===== config.mk =====
export PLATFORM = sky130hd
export DESIGN_NAME = smd_datapath
export DESIGN_NICKNAME = d
export VERILOG_FILES = /design/src/hw/smd_pkg.sv /design/src/hw/smd_alu.sv /design/src/hw/smd_datapath.sv
export VERILOG_INCLUDE_DIRS = /design/src /design/src/hw
export SDC_FILE = /design/constraint.sdc
export NUM_CORES = 1
export LEC_CHECK = 0
export BUFFER_PORTS_ARGS = -buffer_cell sky130_fd_sc_hd__buf_2
export CORE_ASPECT_RATIO = 0.5
export CORE_MARGIN = 5
export CORE_UTILIZATION = 40
export CTS_BUF_LIST = sky130_fd_sc_hd__clkbuf_4
export DETAILED_ROUTE_END_ITERATION = 8
export MAX_ROUTING_LAYER = met4
export PLACE_DENSITY = 0.67
export SLEW_MARGIN = 10
export SYNTH_ARGS = -nofsm -noshare
export SYNTH_HDL_FRONTEND = slang
export SYNTH_SLANG_ARGS = --single-unit

===== constraint.sdc =====
create_clock -name core_clk -period 1 [get_ports core_clk]
set_clock_uncertainty 0.15 [all_clocks]
set_input_delay 0.2 -clock core_clk [delete_from_list [all_inputs] [get_ports core_clk]]
set_output_delay 0.2 -clock core_clk [all_outputs]
set_load 0.05 [all_outputs]

===== src/hw/smd_params.svh =====
`ifndef SMD_PARAMS_SVH
`define SMD_PARAMS_SVH
// Data width of the file registers and accumulator
`define SMD_DATA_W 8
// Width of the file register address field
`define SMD_ADDR_W 7
// Reset values
`define SMD_W_RESET 8'h00
`define SMD_FLAG_RESET 1'b0
// Destination bit encodings
`define SMD_DEST_W 1'b0
`define SMD_DEST_F 1'b1
`endif


===== src/hw/smd_pkg.sv =====
package smd_pkg;
  // Operation selected by the decoder
  typedef enum logic [1:0] {
    SMD_OP_NONE = 2'b00,
    SMD_OP_SHL  = 2'b01,
    SMD_OP_SHR  = 2'b10,
    SMD_OP_MOV  = 2'b11
  } smd_op_e;

  // Request from the decoder
  typedef struct packed {
    smd_op_e    op;
    logic       dest;
    logic [6:0] addr;
    logic [7:0] data;
  } smd_req_s;

  // Write-back to file register space
  typedef struct packed {
    logic       we;
    logic [6:0] addr;
    logic [7:0] data;
  } smd_fwr_s;
endpackage : smd_pkg


===== src/hw/smd_alu.sv =====
`timescale 1ns/1ps
`default_nettype none
`include "smd_params.svh"
// ***************************************************
// Combinational shift and move unit
// ***************************************************
module smd_alu (
  input  wire smd_pkg::smd_op_e op,
  input  wire logic [7:0]       src,
  input  wire logic             carry_in,
  output logic [7:0]            result,
  output logic                  carry_out,
  output logic                  zero_out
);
  // Result and carry per operation
  always_comb begin
    result    = src;
    carry_out = carry_in;
    case (op)
      smd_pkg::SMD_OP_SHL: begin
        result    = {src[6:0], 1'b0};
        carry_out = src[7];
      end
      smd_pkg::SMD_OP_SHR: begin
        result    = {1'b0, src[7:1]};
        carry_out = src[0];
      end
      smd_pkg::SMD_OP_MOV: begin
        result    = src;
        carry_out = carry_in;
      end
      default: begin
        result    = src;
        carry_out = carry_in;
      end
    endcase
    zero_out = (result == 8'h00);
  end
endmodule // smd_alu
`default_nettype wire


===== src/hw/smd_datapath.sv =====
`timescale 1ns/1ps
`default_nettype none
`include "smd_params.svh"
// ***************************************************
// Shift and move datapath slice
// ***************************************************
// Operation
// - Left shift: bit 7 to carry, bits 6..0 up one, zero in bit 0.
// - Right shift: zero into bit 7, bits 7..1 down one, bit 0 to carry.
// - Shift result goes to accumulator when dest is 0, to register if 1.
// - Move copies register unchanged to accumulator or back to itself.
// - Move updates zero flag, so write-back tests a register.
module smd_datapath (
  input  wire logic              core_clk,
  input  wire logic              rst_b,
  input  wire logic              clk_en,
  input  wire smd_pkg::smd_req_s req,
  output smd_pkg::smd_fwr_s      fwr,
  output logic [7:0]             w_reg,
  output logic                   carry_flag,
  output logic                   zero_flag
);
  // ***************************************************
  // Reset synchroniser
  // ***************************************************
  logic [1:0] rst_sync;
  logic       rst_b_int;

  // Asynchronous assert, synchronous release
  always_ff @(posedge core_clk or negedge rst_b) begin
    if (!rst_b) begin
      rst_sync <= 2'b00;
    end else begin
      rst_sync <= {rst_sync[0], 1'b1};
    end
  end
  assign rst_b_int = rst_sync[1];

  // ***************************************************
  // Compute
  // ***************************************************
  logic [7:0] alu_result;
  logic       alu_carry;
  logic       alu_zero;

  smd_alu u_alu (
    .op        (req.op),
    .src       (req.data),
    .carry_in  (carry_flag),
    .result    (alu_result),
    .carry_out (alu_carry),
    .zero_out  (alu_zero)
  );

  // ***************************************************
  // State update
  // ***************************************************
  smd_pkg::smd_fwr_s next_fwr;
  logic [7:0]        next_w_reg;
  logic              next_carry_flag;
  logic              next_zero_flag;
  logic              active;

  // Next-state steering; idle cycles hold every flag
  always_comb begin
    active          = (req.op != smd_pkg::SMD_OP_NONE);
    next_w_reg      = w_reg;
    next_carry_flag = carry_flag;
    next_zero_flag  = zero_flag;
    next_fwr        = '0;
    if (active) begin
      next_carry_flag = alu_carry;
      next_zero_flag  = alu_zero;
      if (req.dest == `SMD_DEST_F) begin
        next_fwr.we   = 1'b1;
        next_fwr.addr = req.addr;
        next_fwr.data = alu_result;
      end else begin
        next_w_reg    = alu_result;
      end
    end
  end

  // Registers only; clock enable freezes all state
  always_ff @(posedge core_clk or negedge rst_b_int) begin
    if (!rst_b_int) begin
      w_reg      <= `SMD_W_RESET;
      carry_flag <= `SMD_FLAG_RESET;
      zero_flag  <= `SMD_FLAG_RESET;
      fwr        <= '0;
    end else if (clk_en) begin
      w_reg      <= next_w_reg;
      carry_flag <= next_carry_flag;
      zero_flag  <= next_zero_flag;
      fwr        <= next_fwr;
    end
  end

  logic go;
  assign go = clk_en && active;

  // Zero test shared by the two accumulator zero flag checks below
  function automatic logic is_zero(input logic [7:0] v);
    return (v == 8'h00);
  endfunction
endmodule // smd_datapath
`default_nettype wire


==> flow_summary_export.csv <==
group,metric,value,unit
run_status,status,"finished, violations left",
run_status,violations,"setup timing",
synthesis,synthAdderAreaFrac,2.88,%
global_routing,grtUsageTotal,17.7,%
placement,dp_hpwl,2.40,mm
cells_and_area,final_util,83.0,%
clocking,numCtsBuffers,3,
global_routing,grt_pass1_wl,6.41,mm
timing,rsz0062_at_grt,"yes",
synthesis,yosys_warnings,0,
synthesis,netlist.top_cell.by_area,"dfrtp_1",
timing,fin_setup_tns,-9.62,ns
drt,drt_pass1_iterations,4,
drt,viasPerCell,4.87,
synthesis,syn_nets,149,
synthesis,avgSynthCellArea,10.4,um2
synthesis,synth.area.mux_share,5.67,%
clocking,cts_sinks,28,
synthesis,synth_top_flop_cell,"dfrtp_1",
cells_and_area,area_growth,95.4,%
drt,routed_wl,4.27,mm
synthesis,syn_area,0.00130,mm2
synthesis,synthSimpleGateAreaFrac,11.7,%
run,max_cap_violations,0,
drt,drt_iter0_markers,93,
timing,whs,0.0676,ns
pwr,p_total,3440,uW
synthesis,synth_area_leaders,"dfrtp_1 54%, inv_1 5.5%, o21ai_0 5.4%",
setup_path,slowest_stage,"ha_4",
synthesis,synth_edf_count,0,
synthesis,ys_ff_latch,28,
drt,route.detailed.drc,0,
drt,vias,1315,
pwr,vdd_drop_max,747,uV
setup_path,max_stage_delay,0.25,ns
synthesis,synth-compound-area-share,16.0,%
setup_path,worstSetupPathType,"input pin to register",
setup_path,end_kind,"register",
clocking,clockBufferDepth,2,
synthesis,synth.distinct_cells,28,
cells_and_area,mostFrequentLayoutCells,"40 x buf_6, 36 x buf_4, 28 x dfrtp_1, 18 x buf_2, 17 x inv_1",
pwr,leakage,0.00123,uW
global_routing,grt_pass1_vias,1347,
synthesis,seq_area_frac_synth,53.8,%
cells_and_area,final_common_cell,"buf_6",
timing,timing.final.crit_period,1.31,ns
floorplanning,dieArea,0.00457,mm2
drt,postRouteAntennaNets,0,
clocking,htreeDepth,1,
global_routing,antenna_found_initial,0,
setup_path,critPathTopFamily,"simple AND/OR/NAND/NOR gates",
clocking,root_buffer,"clkbuf_4",
floorplanning,start_util,42.5,%
setup_path,critPathBufInv,3,
setup_path,critPathMaxFanout,6,
timing,finalWorstSetupSlack,-0.310,ns
placement,place_congestion,0.751,
pwr,power_density,1350,mW/mm2
timing,drv_slew,0,
floorplanning,num_io_pins,47,
timing,hold_viol_final,0,
floorplanning,fp-row-count,14,
cells_and_area,largest_reg_flops,16,
cells_and_area,nets,256,
floorplanning,core,0.00307,mm2
synthesis,synth_top_area_share,53.8,%
cells_and_area,antenna_cells,0,
clocking,cts_tree,"yes",
floorplanning,die_w,90.7,um
synthesis,synth_cells,125,
synthesis,synthArstFlopShare,100,%
timing,clock.fmax,0.763,GHz
global_routing,grt-ovfl-total,0,
drt,routedWlPerCell,15.8,um
synthesis,synth_top_family_by_area,"compound AO/OA/AOI/OAI gates",
setup_path,crit_required,1.11,ns
cells_and_area,layout-drive-gt1-share,61.3,%
timing,fin_crit_sh,131,%
setup_path,start_kind,"input pin",
setup_path,crit_arrival,1.42,ns
clocking,path_clk_slew,0.14,ns
synthesis,yosys.area_share.xor_xnor,0,%
floorplanning,die_h,50.4,um
min_path,hold_path_class,"register to async pin",
clocking,clock_latency,0.32,ns
global_routing,grt_max_degree,27,
placement,portBuffers,46,
setup_path,path_cells,"buf_12, inv_12, ha_4, buf_6, and3_4, nor4_2, nand4_1, o22ai_2",
timing,finalSetupViolCount,51,
cells by family (layout without fill, tap and decap cells):
group	Yosys count	after routing
other	1	1
AOI/OAI and AO/OA	33	33
adders and majority gates	3	3
DFF	28	28
muxes	7	7
buffers and inverters	25	129
and+or+nand+nor	28	29
final cells by class:
cell class | instances | area [um2]
Clock buffer | 3 | 22.5
Fill cell | 153 | 520
Inverter | 19 | 96.3
Sequential cell | 28 | 701
Multi-Input combinational cell | 73 | 694
Timing Repair Buffer | 107 | 981
Tap cell | 40 | 50.0
final timing paths:
| path | from | cells past startpoint | slack (ns) | endpoint |
|---|---|---|---|---|
| worst max-delay path | req[17] | 8 | -0.31 | zero_flag |
| min in group core_clk | req[7] | 3 | 0.11 | carry_flag |
| worst min-delay path | rst_sync[1] | 1 | 0.07 | fwr[13] |
| worst max register to register | fwr[6] | 4 | -0.08 | fwr[6] |
| worst min register to register | rst_sync[1] | 1 | 0.07 | fwr[13] |
| max in group asynchronous | rst_b | 3 | 0.03 | rst_sync[0] |
worst register-to-register path, stage by stage, from the launching register on:
cell and delay [ns]:
dfrtp_1 0.42, buf_4 0.14, buf_4 0.12, inv_1 0.06, o22ai_2 0.08
layer usage:
layer | wire length (um) | global-route usage, % | part of all wire, %
met1 | 1780 | 20.3 | 42
met2 | 2230 | 33.1 | 52
met3 | 216 | 3.13 | 5.1
met4 | 45 | 2.97 | 1.1
met5 | 0 | - | 0
repair_timing:
action,in CTS,in global routing
cloned,0,1
pin swaps,11,7
setup endpoints to repair,52,44
setup buffers,17,15
hold buffers,9,0
endpoints found under the hold margin,9,0
gates resized for setup,93,15
Yosys cell counts (2+ instances only):
cell	n
o22ai_1	8
nand4_1	2
mux2i_1	6
nor2_1	2
inv_1	19
dfrtp_1	28
ha_1	3
nand2_1	16
o21ai_0	14
a22o_1	4
buf_6	4
a22o_2	2
o21ai_1	2
where the power goes:
| group | total (uW) | switching (uW) | internal, uW |
|---|---|---|---|
| sequential | 1340 | 92.0 | 1250 |
| combinational | 1630 | 866 | 766 |
| clock | 460 | 319 | 142 |
metrics by stage:
stage / cells / setup WS (ns) / instance area (um2)
floorplan: 125 / -0.408 / 1380
global placement: 226 / -0.674 / 1770
detailed placement: 226 / -0.680 / 1770
CTS: 255 / -0.283 / 2350
global route: 270 / -0.320 / 2540
finish: 270 / -0.310 / 2540
Power figures use the tool's default switching activity.
